**src/hdl/sstt_consts.vh**
```
// Constants for the spin-synchronous thrust timing unit
// Functional notes
// Spin-period count runs from one sensor pulse to the next, then is stored.
// Period counter, fast counter and comparator are eleven bits wide.
// Counting rate gives at least 1000 counts per revolution, 0.1 percent resolution.
// Fast counter advances at a fixed multiple of the period counting rate.
// Comparator emits one step pulse when fast count equals stored period.
// Step pulse returns the fast counter to zero so steps recur evenly.
// Multiple 128 gives 128 steps per revolution, about 2.81 degrees each.
// Seven-bit angle counter counts step pulses since last sensor pulse.
// Angle counter clears whenever a new period count is stored.
// Each valve switches on and off at angle counts chosen by mode.
// Thrust start timing allows precession in any of four directions.
// Two pulse lengths: 60 and 6 degrees of spin rotation.
// Counting clock is the subsystem clock divided by 128.
// Rate sized for minimum period count 1024 at multiple 128, near 13.1 kc.
// Closed loop triggers once only on positive-to-negative error zero crossing.
// Acquisition triggers suppressed inside the 1.2 degree deadzone.
// Fine channel fires nothing below its 0.25 degree deadzone.
// Closed loop fires in the direction that reduces pointing error.
// Six-degree pulses start 27 degrees later to share the thrust centre.
// Each step is two pulses with centres 143.6 degrees apart.
`ifndef SSTT_CONSTS_VH
`define SSTT_CONSTS_VH
`define SSTT_PER_W 11
`define SSTT_ANG_W 7
`define SSTT_DIV_RATIO 128
`define SSTT_FAST_MULT 128
`define SSTT_MIN_COUNT 1000
`define SSTT_SUB_CLK_HZ 1677721
`define SSTT_DEG_PER_STEP_X100 281
// Angle counts in steps of 2.8125 degrees (360/128)
`define SSTT_LONG_STEPS 7'h15
`define SSTT_SHORT_STEPS 7'h02
`define SSTT_SHORT_DELAY 7'h0A
`define SSTT_SECOND_OFS 7'h33
`define SSTT_JET1_OFS 7'h15
`define SSTT_QUARTER 7'h20
`define SSTT_HALF 7'h40
`define SSTT_THREE_Q 7'h60
`define SSTT_LAST_STEP 7'h7F
// Precession directions
`define SSTT_DIR_TOWARD 2'h0
`define SSTT_DIR_AWAY 2'h1
`define SSTT_DIR_CONE_P 2'h2
`define SSTT_DIR_CONE_N 2'h3
// Loop modes
`define SSTT_MODE_OPEN 2'h0
`define SSTT_MODE_ACQ 2'h1
`define SSTT_MODE_FINE 2'h2
`endif

```
**src/hdl/sstt_sync.v**
```verilog
// Three-stage input synchroniser with agreement-based change detection
`timescale 1ns/1ns
`default_nettype none
module sstt_sync (
    // Clock and reset
    input wire sys_clk_i,
    input wire rst_i,
    // Asynchronous input and clean outputs
    input wire async_i,
    output reg level_o,
    output wire rise_o,
    output wire fall_o
);
    reg s1_q;
    reg s2_q;
    reg s3_q;
    // First stage feeds only the second; change counts once stages two and three agree
    always @(posedge sys_clk_i) begin
        if (rst_i) begin
            s1_q <= 1'b0;
            s2_q <= 1'b0;
            s3_q <= 1'b0;
            level_o <= 1'b0;
        end else begin
            s1_q <= async_i;
            s2_q <= s1_q;
            s3_q <= s2_q;
            if (s2_q == s3_q) begin
                level_o <= s3_q;
            end
        end
    end
    assign rise_o = (s2_q == s3_q) && s3_q && !level_o;
    assign fall_o = (s2_q == s3_q) && !s3_q && level_o;
endmodule // sstt_sync
`default_nettype wire

```
**src/hdl/sstt_timing.v**
```verilog
// Spin-synchronous thrust timing unit: period measure, angle steps, jet gating
`timescale 1ns/1ns
`default_nettype none
`include "sstt_consts.vh"
module sstt_timing #(
    parameter PER_W = `SSTT_PER_W,
    parameter ANG_W = `SSTT_ANG_W,
    parameter DIV_RATIO = `SSTT_DIV_RATIO,
    parameter FAST_MULT = `SSTT_FAST_MULT
) (
    // Clock and reset
    input wire sys_clk_i,
    input wire rst_i,
    // Sensor and error-detector pins
    input wire sun_pulse_i,
    input wire err_neg_i,
    input wire acq_level_ok_i,
    input wire fine_level_ok_i,
    // Control levels
    input wire [1:0] loop_mode_i,
    input wire [1:0] direction_i,
    input wire short_pulse_i,
    input wire fire_en_i,
    // Valve drives and status
    output reg jet1_o,
    output reg jet2_o,
    output reg [PER_W-1:0] period_o,
    output reg [ANG_W-1:0] angle_o,
    output reg period_valid_o,
    output reg step_o
);
    localparam DIV_W = 8;
    localparam integer DIV_LAST_I = DIV_RATIO - 1;
    localparam integer FAST_LAST_I = DIV_RATIO / FAST_MULT - 1;
    localparam [DIV_W-1:0] DIV_LAST = DIV_LAST_I[DIV_W-1:0];
    localparam [DIV_W-1:0] FAST_LAST = FAST_LAST_I[DIV_W-1:0];
    localparam [PER_W-1:0] PER_MAX = {PER_W{1'b1}};
    localparam ST_IDLE = 2'h0;
    localparam ST_COUNT = 2'h1;
    localparam ST_RUN = 2'h2;

    wire sun_rise;
    wire err_fall;
    wire acq_ok;
    wire fine_ok;
    wire err_lvl;

    // All sensor and error-detector pins come in through three-flop synchronisers; control levels are used directly
    sstt_sync u_sun (.sys_clk_i(sys_clk_i), .rst_i(rst_i), .async_i(sun_pulse_i),
        .level_o(), .rise_o(sun_rise), .fall_o());
    // Falling of the positive flag is the positive-to-negative crossing
    sstt_sync u_err (.sys_clk_i(sys_clk_i), .rst_i(rst_i), .async_i(err_neg_i),
        .level_o(err_lvl), .rise_o(), .fall_o(err_fall));
    sstt_sync u_acq (.sys_clk_i(sys_clk_i), .rst_i(rst_i), .async_i(acq_level_ok_i),
        .level_o(acq_ok), .rise_o(), .fall_o());
    sstt_sync u_fine (.sys_clk_i(sys_clk_i), .rst_i(rst_i), .async_i(fine_level_ok_i),
        .level_o(fine_ok), .rise_o(), .fall_o());

    reg [DIV_W-1:0] div_q;
    reg [1:0] state_q;
    reg [PER_W-1:0] per_cnt_q;
    reg [PER_W-1:0] fast_cnt_q;
    reg armed_q;
    wire ref_pulse;
    wire trig;
    wire slow_tick;
    wire fast_tick;

    // Divider: slow tick every DIV_RATIO clocks, fast tick FAST_MULT times as often
    always @(posedge sys_clk_i) begin
        if (rst_i) begin
            div_q <= {DIV_W{1'b0}};
        end else if (div_q == DIV_LAST) begin
            div_q <= {DIV_W{1'b0}};
        end else begin
            div_q <= div_q + 8'h01;
        end
    end
    assign slow_tick = (div_q == DIV_LAST);
    assign fast_tick = ((div_q & FAST_LAST) == FAST_LAST);

    // Trigger source: none in open loop, gated zero crossing in closed loop; sun sensor gives the reference
    assign trig = (loop_mode_i == `SSTT_MODE_ACQ) ? (err_fall && acq_ok) :
                  (loop_mode_i == `SSTT_MODE_FINE) ? (err_fall && fine_ok) :
                  1'b0;
    assign ref_pulse = sun_rise;

    // Period measurement, sensor to sensor
    always @(posedge sys_clk_i) begin
        if (rst_i) begin
            state_q <= ST_IDLE;
            per_cnt_q <= {PER_W{1'b0}};
            period_o <= {PER_W{1'b0}};
            period_valid_o <= 1'b0;
        end else begin
            case (state_q)
                ST_IDLE: begin
                    if (ref_pulse) begin
                        per_cnt_q <= {PER_W{1'b0}};
                        state_q <= ST_COUNT;
                    end
                end
                ST_COUNT, ST_RUN: begin
                    if (ref_pulse) begin
                        period_o <= per_cnt_q;
                        period_valid_o <= (per_cnt_q != {PER_W{1'b0}});
                        per_cnt_q <= {PER_W{1'b0}};
                        state_q <= ST_RUN;
                    end else if (slow_tick && per_cnt_q != PER_MAX) begin
                        per_cnt_q <= per_cnt_q + 11'h001; // Saturates on a stalled spin
                    end
                end
                default: begin
                    state_q <= ST_IDLE;
                end
            endcase
        end
    end

    // Fast counter and comparator; step restarts the fast count
    always @(posedge sys_clk_i) begin
        if (rst_i) begin
            fast_cnt_q <= {PER_W{1'b0}};
            step_o <= 1'b0;
            angle_o <= {ANG_W{1'b0}};
        end else begin
            step_o <= 1'b0;
            if (ref_pulse) begin
                fast_cnt_q <= {PER_W{1'b0}};
                angle_o <= {ANG_W{1'b0}};
                // A step due on the sensor edge still counts, so a turn keeps all its steps
                step_o <= period_valid_o && fast_tick &&
                          (fast_cnt_q + 11'h001 >= period_o);
            end else if (period_valid_o && fast_tick) begin
                if (fast_cnt_q + 11'h001 >= period_o) begin
                    fast_cnt_q <= {PER_W{1'b0}};
                    step_o <= 1'b1;
                    angle_o <= angle_o + 7'h01;
                end else begin
                    fast_cnt_q <= fast_cnt_q + 11'h001;
                end
            end
        end
    end

    // Firing window: start angle per direction, offset for short pulse, length per short-pulse select
    wire [ANG_W-1:0] dir_ofs;
    wire [ANG_W-1:0] len;
    wire [ANG_W-1:0] start1;
    wire [ANG_W-1:0] start2;
    wire [ANG_W-1:0] rel1;
    wire [ANG_W-1:0] rel2;
    // Closed loop uses the direction that points the axis back at the line of sight
    wire [1:0] dir_eff = (loop_mode_i == `SSTT_MODE_OPEN) ? direction_i
                                                         : `SSTT_DIR_TOWARD;
    assign dir_ofs = (dir_eff == `SSTT_DIR_TOWARD) ? 7'h00 :
                     (dir_eff == `SSTT_DIR_AWAY) ? `SSTT_HALF :
                     (dir_eff == `SSTT_DIR_CONE_P) ? `SSTT_QUARTER :
                     `SSTT_THREE_Q;
    assign len = short_pulse_i ? `SSTT_SHORT_STEPS : `SSTT_LONG_STEPS;
    assign start1 = `SSTT_JET1_OFS + dir_ofs +
                    (short_pulse_i ? `SSTT_SHORT_DELAY : 7'h00);
    assign start2 = start1 + `SSTT_SECOND_OFS;
    assign rel1 = angle_o - start1;
    assign rel2 = angle_o - start2;

    // Arm: open loop arms on each period, closed loop on each qualified trigger
    always @(posedge sys_clk_i) begin
        if (rst_i) begin
            armed_q <= 1'b0;
        end else if (!fire_en_i) begin
            armed_q <= 1'b0;
        end else if (loop_mode_i == `SSTT_MODE_OPEN) begin
            armed_q <= period_valid_o;
        end else if (trig) begin
            armed_q <= period_valid_o;
        end else if (angle_o == `SSTT_LAST_STEP && step_o) begin
            armed_q <= 1'b0; // One pair per closed-loop trigger
        end
    end

    // Valve gating from the instantaneous angle count
    always @(posedge sys_clk_i) begin
        if (rst_i) begin
            jet1_o <= 1'b0;
            jet2_o <= 1'b0;
        end else begin
            jet1_o <= armed_q && (rel1 < len);
            // Only the closed loop waits for a negative error; open loop fires both jets
            jet2_o <= armed_q && (rel2 < len) &&
                      (loop_mode_i == `SSTT_MODE_OPEN || !err_lvl);
        end
    end
endmodule // sstt_timing
`default_nettype wire

```
**config.mk**
```make
export PLATFORM = sky130hd
export DESIGN_NAME = sstt_timing
export DESIGN_NICKNAME = d
export VERILOG_FILES = /design/src/hdl/sstt_sync.v /design/src/hdl/sstt_timing.v
export VERILOG_INCLUDE_DIRS = /design/src /design/src/hdl
export SDC_FILE = /design/constraint.sdc
export NUM_CORES = 1
export LEC_CHECK = 0
export BUFFER_PORTS_ARGS = -buffer_cell sky130_fd_sc_hd__clkbuf_2
export CAP_MARGIN = 10
export CORE_AREA = 2 2 92 94
export CTS_BUF_LIST = sky130_fd_sc_hd__clkbuf_4 sky130_fd_sc_hd__clkbuf_8 sky130_fd_sc_hd__clkbuf_16
export DETAILED_ROUTE_END_ITERATION = 10
export DIE_AREA = 0 0 94 96
export PLACE_DENSITY = 0.76
export SYNTH_ARGS = -nofsm -noshare
export SYNTH_HDL_FRONTEND = slang
export SYNTH_SLANG_ARGS = --single-unit
```
**constraint.sdc**
```tcl
create_clock -name sys_clk_i -period 3.7 [get_ports sys_clk_i]
set_input_delay 0 -clock sys_clk_i [delete_from_list [all_inputs] [get_ports sys_clk_i]]
set_output_delay 0 -clock sys_clk_i [all_outputs]
set_load 0.01 [all_outputs]
```
=== After elaboration in Yosys (flattened, before gate mapping) ===
Index checks and enable logic that the tools add are counted.

* Register bits after elaboration: 71
* Input port bits: 12
* Output and inout port bits: 22
* Word-level logic and storage cells: 108

* $add $sub $neg: 9
* Magnitude comparators: 3
* Equality and inequality tests: 16
* Multiplexer cells: 22
* Bitwise operators: 1
* Reductions and logical operators: 30

{| class="wikitable"
|+ Operator list
! kind !! number
|-
| 11-bit 2-to-1 mux || 4
|-
| 11-bit by 1-bit adder with 11-bit output, second input constant || 2
|-
| 11-bit case mux with 2 select lines || 1
|-
| 7-bit 2-to-1 mux || 3
|-
| 7-bit by 5-bit < comparator with 1-bit output || 2
|-
| 7-bit subtractor || 2
|-
| 1-bit logical AND || 12
|-
| 11-bit greater-or-equal comparator || 1
|-
| 11-bit != test, second input constant || 1
|-
| 11-bit nonzero test || 1
|-
| 8-bit by 1-bit adder with 8-bit output, second input constant || 1
|-
| 8-bit by 7-bit equality test with 1-bit output, second input constant || 1
|-
| 1-bit 2-to-1 mux || 8
|-
| 2-bit OR reduction || 4
|-
| 5-bit by 7-bit adder with 7-bit output, first input constant || 1
|-
| 7-bit by 1-bit adder with 7-bit output, second input constant || 1
|-
| 7-bit by 4-bit adder with 7-bit output || 1
|-
| 7-bit by 6-bit adder with 7-bit output, second input constant || 1
|-
| 7-bit equality test, second input constant || 1
|-
| 2-bit by 1-bit equality test with 1-bit output, second input constant || 3
|-
| 2-bit equality test, second input constant || 3
|-
| 2-bit zero test || 3
|-
| 2-bit 2-to-1 mux || 3
|-
| 2-bit AND reduction || 3
|-
| 12 further kinds || 18
|}

=== Depth between registers and ports, before layout ===
Gate-level depths: netlist (run 1).

* Word-level depth: 13
* Gate-level depth with buffers: 12
* Mapped depth without buffers: 11

=== Cells and area by module ===
A second synthesis (run 1) with hierarchy kept.

* Cell total of the unflattened synthesis: 472
* Area total of the unflattened synthesis: 4016.4 sq um

{| class="wikitable"
|+ By module, submodules not included
! module !! instances !! cells each !! area each (sq um) !! seq. area each (sq um)
|-
| sstt_timing || 1 || 412 || 3395.8 || 1101.1
|-
| sstt_sync || 4 || 15 || 155.1 || 80.1
|}

=== Worst setup path before layout (run 1) ===
Ideal clock, no wire load.

* Path type: reg2reg
* Start point: register fast_cnt_q[0]
* End point: register angle_o[4]
* Setup time: 0.072 ns
* Arrival: 2.502 ns
* Data required time: 3.628 ns
* Slack: 1.126 ns
* Stages on the path, launching flop included: 11
* Buffers on the path: 0
* Period minus slack after synthesis: 2.574 ns
* Cells stage by stage: dfxtp_1 > ha_1 > and4_1 > nand4_1 > xnor2_1 > ha_1 > nand4_2 > nor3_4 > a211oi_2 > a2111oi_2 > mux2i_1

* Longest elaborated chain between the ends: 3

{| class="wikitable"
|+ RTL lines
! what !! line !! RTL
|-
| start: declaration || sstt_timing.v:62 || <nowiki>reg [PER_W-1:0] fast_cnt_q;</nowiki>
|-
| start signal: assignment || sstt_timing.v:123 || <nowiki>fast_cnt_q <= {PER_W{1'b0}};</nowiki>
|-
| start signal: assignment || sstt_timing.v:129 || <nowiki>fast_cnt_q <= {PER_W{1'b0}};</nowiki>
|-
| start signal: assignment || sstt_timing.v:136 || <nowiki>fast_cnt_q <= {PER_W{1'b0}};</nowiki>
|-
| 11-bit by 1-bit adder with 11-bit output || sstt_timing.v:135 || <nowiki>if (fast_cnt_q + 11'h001 >= period_o) begin</nowiki>
|-
| 11-bit greater-or-equal comparator || sstt_timing.v:135 ||
|-
| 2-bit AND reduction (no line) || - ||
|-
| end signal: assignment || sstt_timing.v:125 || <nowiki>angle_o <= {ANG_W{1'b0}};</nowiki>
|-
| end signal: assignment || sstt_timing.v:130 || <nowiki>angle_o <= {ANG_W{1'b0}};</nowiki>
|-
| end signal: assignment || sstt_timing.v:138 || <nowiki>angle_o <= angle_o + 7'h01;</nowiki>
|-
| end: declaration || sstt_timing.v:28 || <nowiki>output reg [ANG_W-1:0] angle_o,</nowiki>
|}

Every way passes these cells.
A chain may end at the register's enable or synchronous reset.

=== Worst setup path after layout (run 1) ===
Same ends and word-level chain as after synthesis.

==> results.md, run 1 <==
- Total Nets Final: 539
- Core Area: 8050 µm²
- Row Count: 33
- Initial core utilization: 48.3%
- Critical-path cell list: ha_1 > and4_1 > nand4_1 > xnor2_1 > ha_1 > nand4_2 > nand2b_1 > a2111oi_2 > mux2i_1
- Syn Nets: 505
- Die width: 94 µm
- Synth async-reset ratio: 0%
- Maximum VDD drop: 0.000311 V
- Worst Slack Setup Final: 0.786 ns
- Number of synthesized register bits: 71
- Lkg Pwr: 1.76 nW
- RSZ-0062 raised after global routing: no
- CTS resizes: 0
- Worst-margin pin slew: 0.828 ns
- Max Clock Skew: 0.00964 ns
- GP Congestion: 0.836
- CP peak stage delay: 0.47 ns
- Worst setup path class: flip-flop to flip-flop
- Count of cell types in the netlist: 55
- Share of post-route cells with drive strength above 1: 13.7%
- HPWL Detailed: 5840 µm
- CTS clk-pin slew, worst paths: 0.07 ns
- Hold/Removal Path Class: input port to flip-flop
- Slew Viols, Final: 0
- DRC Markers: 0
- Fin Setup TNS: 0 ns
- Area added between synthesis and finish: 13.3%
- Routed vias: 3283
- Die area: 9020 µm²
- CTS max path bufs: 2
- Routed WL: 8060 µm
- Slowest library cell on the worst path: nand2b_1
- CP Capture Type: flip-flop
- Max_cap viols: 0
- Grt total ovfl: 0
- CTS root buf: clkbuf_8
- Final Cycle Share: 78.8%
- Largest net degree at the start of global routing: 41
- Final worst path period need: 2.91 ns
- Hold buffer count at cts: 5
- Number of synthesized flops with an enable pin: 0
- Antenna-violating nets left: 0
- Worst path top cell family by delay: simple AND/OR/NAND/NOR gates
- Drt pass-1 iters: 5
- Crit path buf inv count: 0
- Worst hold margin: 0.0589 ns
- CTS Buf Count: 9
- Worst slew margin: 44.6%
- Io pins: 34
- Wirelength per Cell: 13.4 µm
- Syn Inst Count: 458
- Initial antenna violation count: 0
- CTS tree: done
- Post-Syn Area: 3880 µm²
- FILL cells: 755
- Crit path DAT: 3.19 ns
- Startpoint types: flip-flop
- Sink Count: 71
- Status: completed
- Power per Cell Area: 361 nW/µm²
- Clk Latency, worst-skew pair: 0.35 ns
- Via density per instance: 5.45
- Pre-CTS WS: 0.778 ns
- Final setup violating endpoints: 0
- Post-CTS Setup Bufs: 0
- Max FO, Critical Path: 17
- Req. time, crit path: 3.98 ns
- N_diodes: 0
- Register area share after synthesis: 36.6%
- Fmax: 343 MHz
- First-pass GRT wire length: 13500 µm
- Area of the multi-input gates: 2270 µm²
- Vias in the first global route: 2998
- Port bufs: 33
- Die H: 96 µm
- Clock H-tree levels: 3
- Main synth FF type: dfxtp_1
- Hold Vio Cnt, Final: 0
- Register area: 1420 µm²
- GRT Util Overall: 18.8%
- Syn Area/Cell: 8.48 µm²
- Crit path top cell by count: ha_1
- Syn. warnings: 0
- Initial DRC Count: 89
final timing paths:
kind / from / to / slack [ns] / cells past startpoint
worst max-delay path: fast_cnt_q[0] / angle_o[4] / 0.79 / 9
worst min-delay path: loop_mode_i[0] / jet2_o / 0.06 / 4
worst max register to register: fast_cnt_q[0] / angle_o[4] / 0.79 / 9
worst min register to register: u_sun.s1_q / u_sun.s2_q / 0.44 / 1
layer usage:
metal	GRT usage (%)	up-vias	part of all wire [%]
li1	-	1652	-
met1	23.9	1533	46
met2	30.9	83	48
met3	4.15	15	4.4
met4	7.73	0	1.6
met5	0	-	0
state kept, by name, summed over array words and instances, names as in the netlist, 2 cells and up:
name	cells
period_o	11
state_q	2
fast_cnt_q	11
per_cnt_q	11
div_q	8
angle_o	7
power breakdown:
| group | internal, mW | leakage, nW | switching [mW] | total (mW) |
|---|---|---|---|---|
| sequential | 0.774 | 0.575 | 0.00511 | 0.779 |
| combinational | 0.0406 | 1.07 | 0.0556 | 0.0962 |
| clock | 0.431 | 0.120 | 0.281 | 0.712 |
through the flow:
step | power (mW) | std cells | instance area (µm²) | utilization [%]
after floorplan | 0.865 | 458 | 3880 | -
final | 1.59 | 602 | 4400 | 54.7
after detailed placement | 0.889 | 581 | 4120 | 51.2
after CTS | 1.60 | 602 | 4400 | 54.7
after global routing | 1.65 | 602 | 4400 | 54.7
after global placement | 0.885 | 581 | 4120 | 51.2
synth_stat cells (all sizes together) (5+ instances only):
library cell / instances / area [µm²]
nor4: 5 / 46.3
nand4: 7 / 50.1
nand3: 11 / 72.6
nor2: 30 / 113
o31ai: 5 / 37.5
clkbuf: 11 / 41.3
xor2: 6 / 52.6
mux2i: 9 / 90.1
dfxtp: 71 / 1420
inv: 36 / 135
a21oi: 36 / 180
ha: 33 / 413
xnor2: 14 / 123
and2: 6 / 37.5
a31oi: 8 / 56.3
or3: 7 / 43.8
o21ai: 25 / 129
a32oi: 5 / 43.8
and3: 10 / 63.8
nor2b: 16 / 100
nand2: 63 / 236
cells by family (layout without fill, tap and decap cells):
group / count (synthesis) / after routing / synth area share (%)
buf+inv: 51 / 90 / 5.06
simple gates: 172 / 172 / 23.0
mux: 10 / 10 / 2.61
fa+ha+maj: 35 / 35 / 11.7
compound gates: 99 / 99 / 16.6
flops: 71 / 71 / 36.6
xor+xnor: 20 / 20 / 4.51
cell type report:
class,instances,area share [%]
Sequential cell,71,32.3
Multi-Input combinational cell,336,51.5
Tap cell,105,2.98
Timing Repair Buffer,38,4.89
Clock inverter,3,1.48
Clock buffer,13,3.78
Inverter,36,3.07
layout by cell type, fill, tap and decap left out, types with 11 or more instances in the layout:
cell type	netlist	layout
o21ai_0	23	23
xnor2_1	14	14
dfxtp_1	71	71
a21oi_1	36	36
nand2_1	63	63
nor2b_1	16	16
inv_1	36	36
clkbuf_8	0	11
clkbuf_2	0	33
ha_1	33	33
nor2_1	30	30
tightest hold or removal path, stage by stage:
cell and delay (ns):
clkbuf_2 0.11, o21ai_0 0.09, nand4b_1 0.10, nor4_1 0.05
No activity file was read; power rests on OpenSTA's default activity.
==> run 2, diff against run 1 <==
--- a/config.mk
+++ b/config.mk
@@ -12,7 +12,7 @@
 export CTS_BUF_LIST = sky130_fd_sc_hd__clkbuf_4 sky130_fd_sc_hd__clkbuf_8 sky130_fd_sc_hd__clkbuf_16
 export DETAILED_ROUTE_END_ITERATION = 10
 export DIE_AREA = 0 0 94 96
-export PLACE_DENSITY = 0.76
+export PLACE_DENSITY = 0.79
 export SYNTH_ARGS = -nofsm -noshare
 export SYNTH_HDL_FRONTEND = slang
 export SYNTH_SLANG_ARGS = --single-unit
==> constraint.sdc (replaced) <==
create_clock -name sys_clk_i -period 2.5 [get_ports sys_clk_i]
set_input_delay 0 -clock sys_clk_i [delete_from_list [all_inputs] [get_ports sys_clk_i]]
set_output_delay 0 -clock sys_clk_i [all_outputs]
set_load 0.01 [all_outputs]
==> results.md, run 2 (synthesis gave the netlist of run 1 again) <==
- Worst setup path class: flip-flop to flip-flop
- CP Capture Type: flip-flop
- Final worst path period need: 2.60 ns (-0.316 ns)
- HPWL Detailed: 5970 µm (+2.1%)
- Worst Hold End: jet2_o
- Routed WL: 8840 µm (+9.6%)
- Final Cycle Share: 104% (+25 points)
- Final setup violating endpoints: 11 (+11)
- Worst r2r src: fast_cnt_q[1]
- CTS root buf: clkbuf_8
- Largest net degree at the start of global routing: 23 (-44%)
- CTS Buf Count: 9 (unchanged)
- CTS clk-pin slew, worst paths: 0.08 ns (about the same)
- CTS tree: done
- Row Count: 33 (unchanged)
- Lkg Pwr: 1.85 nW (+4.9%)
- GP Congestion: 0.816 (-2.4%)
- Commonest cells after routing, fill and taps aside: dfxtp_1 (66), nand2_1 (62), inv_1 (36)
- RSZ-0062 raised after global routing: yes
- Wirelength per Cell: 14.3 µm (+6.6%)
- Worst slew margin: 62.3% (+18 points)
- Worst-margin pin slew: 0.565 ns (-0.263 ns)
- CP Launch Point: fast_cnt_q[1]
- Slowest library cell on the worst path: dfxtp_4
- Sink Count: 71 (unchanged)
- Most common cell after layout, fill and taps aside: dfxtp_1
- Max Clock Skew: 0.00929 ns (-0.000344 ns)
- Crit path DAT: 2.88 ns (-0.31 ns)
- Area added between synthesis and finish: 20.1%
- Maximum VDD drop: 0.000328 V (+5.3%)
- Final core utilization: 58.0% (+3.3 points)
- Power per Cell Area: 473 nW/µm² (+31%)
- Clk Latency, worst-skew pair: 0.35 ns (about the same)
- Drt pass-1 iters: 4 (-1)
- DRC Markers: 0 (unchanged)
- Die area: 9020 µm² (unchanged)
- Max_cap viols: 0 (unchanged)
- N_diodes: 0 (unchanged)
- DP Cell Count: 593 (+2.1%)
- Req. time, crit path: 2.78 ns (-1.20 ns)
- Fmax: 385 MHz (+12%)
- Max FO, Critical Path: 5 (-12)
- CP peak stage delay: 0.38 ns (-0.09 ns)
- Initial antenna violation count: 0 (unchanged)
- Die width: 94 µm (unchanged)
- Startpoint types: flip-flop
- Grt total ovfl: 0 (unchanged)
- Total Nets Final: 556 (+3.2%)
- Biggest regs: fast_cnt_q: 11 flops, per_cnt_q: 11 flops, period_o: 11 flops
- Critical-path cell list: ha_4 > and4_4 > nand4_1 > xnor2_2 > ha_1 > nand4_2 > nor3_4 > a211oi_4 > a2111oi_4 > mux2i_1
- Worst hold path startpoint: loop_mode_i[0]
- Hold/Removal Path Class: input port to flip-flop
- First-pass GRT wire length: 14100 µm (+4.3%)
- Slew Viols, Final: 0 (unchanged)
- Io pins: 34 (unchanged)
- Initial core utilization: 48.3% (unchanged)
- Clock H-tree levels: 3 (unchanged)
- CTS max path bufs: 2 (unchanged)
- Hold Vio Cnt, Final: 0 (unchanged)
- Hold path cells: 4 (unchanged)
- GRT Util Overall: 19.7% (+0.95 points)
- Flop2flop setup slack: -0.1 ns (-0.88 ns)
- Worst Slack Setup Final: -0.0981 ns (-0.884 ns)
- Core Area: 8050 µm² (unchanged)
- Vias in the first global route: 3083 (+2.8%)
- Initial DRC Count: 183 (+110%)
- Final non-filler cell total: 619 (+2.8%)
- Die H: 96 µm (unchanged)
- Worst hold margin: 0.0547 ns (-0.00414 ns)
- Fin Setup TNS: -0.392 ns (-0.392 ns)
- Port bufs: 33 (unchanged)
- R2R depth: 10 (+1)
- Reg2reg end: angle_o[4]
- Share of post-route cells with drive strength above 1: 21.4% (+7.7 points)
- Status: finished with violations
- Routed vias: 3358 (+2.3%)
- Failing checks: setup timing
- Via density per instance: 5.42 (-0.52%)
- Antenna-violating nets left: 0 (unchanged)
- FILL cells: 678 (-10%)
[run 2: how the worst max path moves through the flow]
stage / to / slack (ns) / cells after the start
final: angle_o[4] / -0.1 / 10
after global routing: fast_cnt_q[0] / -0.25 / 11
after CTS: angle_o[4] / -0.07 / 10
after detailed placement: step_o / -0.11 / 10
after global placement: step_o / -0.04 / 10
after floorplan: angle_o[4] / 0.01 / 10
[run 2: repair_timing]
item | in CTS | in global routing
pin swaps | 8 | 17
resized for setup | 18 | 17
hold buffers | 5 | 0
setup endpoints to repair | 19 | 19
setup buffers | 2 | 3
hold endpoints to repair | 5 | 0
[run 2: stage by stage]
step	worst slack, ns	power [mW]	instance area (µm²)
2_1_floorplan	0.0124	1.28	3890
3_3_place_gp	-0.0404	1.31	4210
3_5_place_dp	-0.111	1.32	4210
4_1_cts	-0.0700	2.22	4560
5_1_grt	-0.253	2.29	4670
6_report	-0.0981	2.21	4670
[run 2: layout make-up]
| class | count | area [µm²] | share of cell area [%] |
|---|---|---|---|
| clock buffers | 9 | 124 | 2.65 |
| clock inverters | 7 | 72.6 | 1.55 |
| inverters | 36 | 135 | 2.90 |
| multi-input cells | 336 | 2410 | 51.7 |
| flip-flops and latches | 71 | 1430 | 30.7 |
| well taps | 105 | 131 | 2.82 |
| repair buffers | 55 | 358 | 7.67 |
[run 2: critical path: cells and delay by family (launching register included)]
family                     cells  cell delay, ns
and+or+nand+nor                4            0.76
AOI/OAI and AO/OA              2            0.52
adders and majority gates      2            0.45
muxes                          1            0.20
DFF                            1            0.38
xor gates and xnor gates       1            0.20
[run 2: layer usage]
layer | global-route usage, % | vias to the layer above | share of wire, %
met5 | 0 | - | 0
met4 | 5.68 | 0 | 1.7
met3 | 5.25 | 14 | 5.3
met2 | 33.4 | 91 | 50
met1 | 24.7 | 1564 | 43
li1 | - | 1689 | -
[run 2: power breakdown]
part | switching [mW] | internal [mW]
registers | 0.00736 | 1.14
clock network | 0.446 | 0.461
logic | 0.0857 | 0.0627
total | 0.539 | 1.67
==> run 3, diff against run 2 <==
--- a/config.mk
+++ b/config.mk
@@ -8,11 +8,11 @@
 export LEC_CHECK = 0
 export BUFFER_PORTS_ARGS = -buffer_cell sky130_fd_sc_hd__clkbuf_2
 export CAP_MARGIN = 10
-export CORE_AREA = 2 2 92 94
+export CORE_AREA = 2 2 96 98
 export CTS_BUF_LIST = sky130_fd_sc_hd__clkbuf_4 sky130_fd_sc_hd__clkbuf_8 sky130_fd_sc_hd__clkbuf_16
 export DETAILED_ROUTE_END_ITERATION = 10
-export DIE_AREA = 0 0 94 96
-export PLACE_DENSITY = 0.79
+export DIE_AREA = 0 0 98 100
+export PLACE_DENSITY = 0.71
 export SYNTH_ARGS = -nofsm -noshare
 export SYNTH_HDL_FRONTEND = slang
 export SYNTH_SLANG_ARGS = --single-unit
==> constraint.sdc (replaced) <==
create_clock -name sys_clk_i -period 2.7 [get_ports sys_clk_i]
set_input_delay 0 -clock sys_clk_i [delete_from_list [all_inputs] [get_ports sys_clk_i]]
set_output_delay 0 -clock sys_clk_i [all_outputs]
set_load 0.01 [all_outputs]
==> results.md, run 3 (synthesis gave the netlist of run 1 again) <==
- Port bufs: 33 (unchanged)
- Final core utilization: 51.4% (-6.5 points)
- Io pins: 34 (unchanged)
- Final Cycle Share: 95.7% (-8.2 points)
- Req. time, crit path: 2.97 ns (+0.19 ns)
- Worst Slack Setup Final: 0.116 ns (+0.214 ns)
- CTS max path bufs: 2 (unchanged)
- Slowest library cell on the worst path: dfxtp_1
- Clock H-tree levels: 3 (unchanged)
- Max FO, Critical Path: 6 (+1)
- Crit path DAT: 2.85 ns (-0.03 ns)
- GP Congestion: 0.842 (+3.2%)
- Final setup violating endpoints: 0 (-11)
- Commonest cells after routing, fill and taps aside: dfxtp_1 (67), nand2_1 (63), inv_1 (36), a21oi_1 (36), clkbuf_2 (33)
- Worst-margin pin slew: 0.544 ns (-0.0215 ns)
- Routed vias: 3277 (-2.4%)
- HPWL Detailed: 6010 µm (+0.67%)
- Biggest regs: fast_cnt_q: 11 flops, per_cnt_q: 11 flops, period_o: 11 flops
- Maximum VDD drop: 0.000391 V (+19%)
- Max Clock Skew: 0.00995 ns (+0.000651 ns)
- Share of post-route cells with drive strength above 1: 17.6% (-3.8 points)
- N_diodes: 0 (unchanged)
- Startpoint types: flip-flop
- CP peak stage delay: 0.37 ns (about the same)
- Design area: 4570 µm² (-2.1%)
- Fmax: 387 MHz (+0.56%)
- Crit path top cell by count: buf_4
- CTS root buf: clkbuf_8
- Hold Vio Cnt, Final: 0 (unchanged)
- DRC Markers: 0 (unchanged)
- CP Capture Type: flip-flop
- Die H: 100 µm (+4.2%)
- Hold/Removal Path Class: input port to flip-flop
- CTS Buf Count: 9 (unchanged)
- Worst slew margin: 63.7% (+1.4 points)
- Status: completed
- Die area: 9800 µm² (+8.6%)
- Initial core utilization: 43.7% (-4.6 points)
- Critical-path cell list: buf_6 > and4_4 > nand4_1 > xnor2_2 > ha_1 > nand4_2 > nor3_4 > buf_4 > a2111oi_4 > buf_4 > a32oi_1 > nor2_1
- Sink Count: 71 (unchanged)
- Power Total: 2.11 mW (-4.3%)
- Max_cap viols: 0 (unchanged)
- Largest net degree at the start of global routing: 38 (+65%)
- Antenna-violating nets left: 0 (unchanged)
- Total Nets Final: 553 (-0.54%)
- Drt pass-1 iters: 5 (+1)
- Routed WL: 8420 µm (-4.7%)
- Vias in the first global route: 3141 (+1.9%)
- Most common cell after layout, fill and taps aside: dfxtp_1
- Worst setup path class: flip-flop to flip-flop
- Initial DRC Count: 126 (-31%)
- Via density per instance: 5.28 (-2.7%)
- CTS clk-pin slew, worst paths: 0.08 ns (about the same)
- Die width: 98 µm (+4.3%)
- Initial antenna violation count: 0 (unchanged)
- Row Count: 35 (+6.1%)
- Slew Viols, Final: 0 (unchanged)
- Placed Area: 4210 µm² (about the same)
- First-pass GRT wire length: 14200 µm (+0.64%)
- Clk Latency, worst-skew pair: 0.34 ns (about the same)
- Wirelength per Cell: 13.6 µm (-5.0%)
- CTS tree: done
- Lkg Pwr: 1.82 nW (-1.2%)
- Crit path buf inv count: 3 (+3)
- Fin Setup TNS: 0 ns (+0.392 ns)
- Power per Cell Area: 462 nW/µm² (-2.2%)
- Grt total ovfl: 0 (unchanged)
- Area added between synthesis and finish: 17.6%
- Pre-CTS WS: 0.0601 ns (+0.171 ns)
- GRT Util Overall: 17.2% (-2.5 points)
- Core Area: 8890 µm² (+10%)
- Final worst path period need: 2.58 ns (-0.0144 ns)
- Worst path top cell family by delay: simple AND/OR/NAND/NOR gates
[run 3: changes by cell type in the layout (fill, tap and decap cells not counted), sizes merged]
cell	before	now
dlygate4sd3	5	6
inv	37	36
bufinv	1	2
buf	17	13
clkinvlp	2	1
[run 3: layer usage]
metal / track usage [%] / wire [µm] / vias up
li1: - / - / 1686
met1: 21.5 / 3970 / 1537
met2: 30.1 / 4110 / 46
met3: 3.90 / 249 / 8
met4: 4.81 / 95 / 0
met5: 0 / 0 / -
[run 3: report_power, final]
group	switching [mW]	total [mW]	internal, mW	leakage, nW
Combinational	0.0771	0.135	0.0583	1.14
Clock	0.398	0.911	0.513	0.105
Sequential	0.00684	1.07	1.06	0.577
Total	0.482	2.11	1.63	1.82
[run 3: repair_timing]
| action | CTS | global route |
|---|---|---|
| hold buffers | 6 | 0 |
| endpoints found under the setup margin | 0 | 19 |
| endpoints found under the hold margin | 6 | 0 |
| setup buffers | 0 | 1 |
| resized for setup | 0 | 18 |
[run 3: cell type report]
cell class	count	area (µm²)
Fill cell	857	4320
Tap cell	111	139
Timing Repair Buffer	52	330
Sequential cell	71	1430
Clock inverter	6	86.3
Inverter	36	135
Clock buffer	9	124
Multi-Input combinational cell	336	2320
[run 3: worst reg2reg max path: stages (launching register included)]
cell	delay, ns
dfxtp_1	0.37
buf_6	0.14
and4_4	0.24
nand4_1	0.15
xnor2_2	0.19
ha_1	0.34
nand4_2	0.11
nor3_4	0.06
buf_4	0.14
a2111oi_4	0.36
buf_4	0.22
a32oi_1	0.10
nor2_1	0.11
[run 3: through the flow]
| step | hold WS, ns | instances |
|---|---|---|
| after floorplan | 0.128 | 458 |
| after detailed placement | 0.218 | 598 |
| final | 0.0604 | 621 |
| after global placement | 0.209 | 598 |
| after global routing | 0.124 | 621 |
| after CTS | 0.0524 | 619 |
[run 3: path summary, 6_finish.rpt]
check | from | to | slack (ns) | depth (start not counted)
worst min register to register | u_err.s1_q | u_err.s2_q | 0.44 | 1
worst min-delay path | loop_mode_i[0] | jet2_o | 0.06 | 4
worst max register to register | fast_cnt_q[2] | fast_cnt_q[1] | 0.12 | 12
worst max-delay path | fast_cnt_q[2] | fast_cnt_q[1] | 0.12 | 12
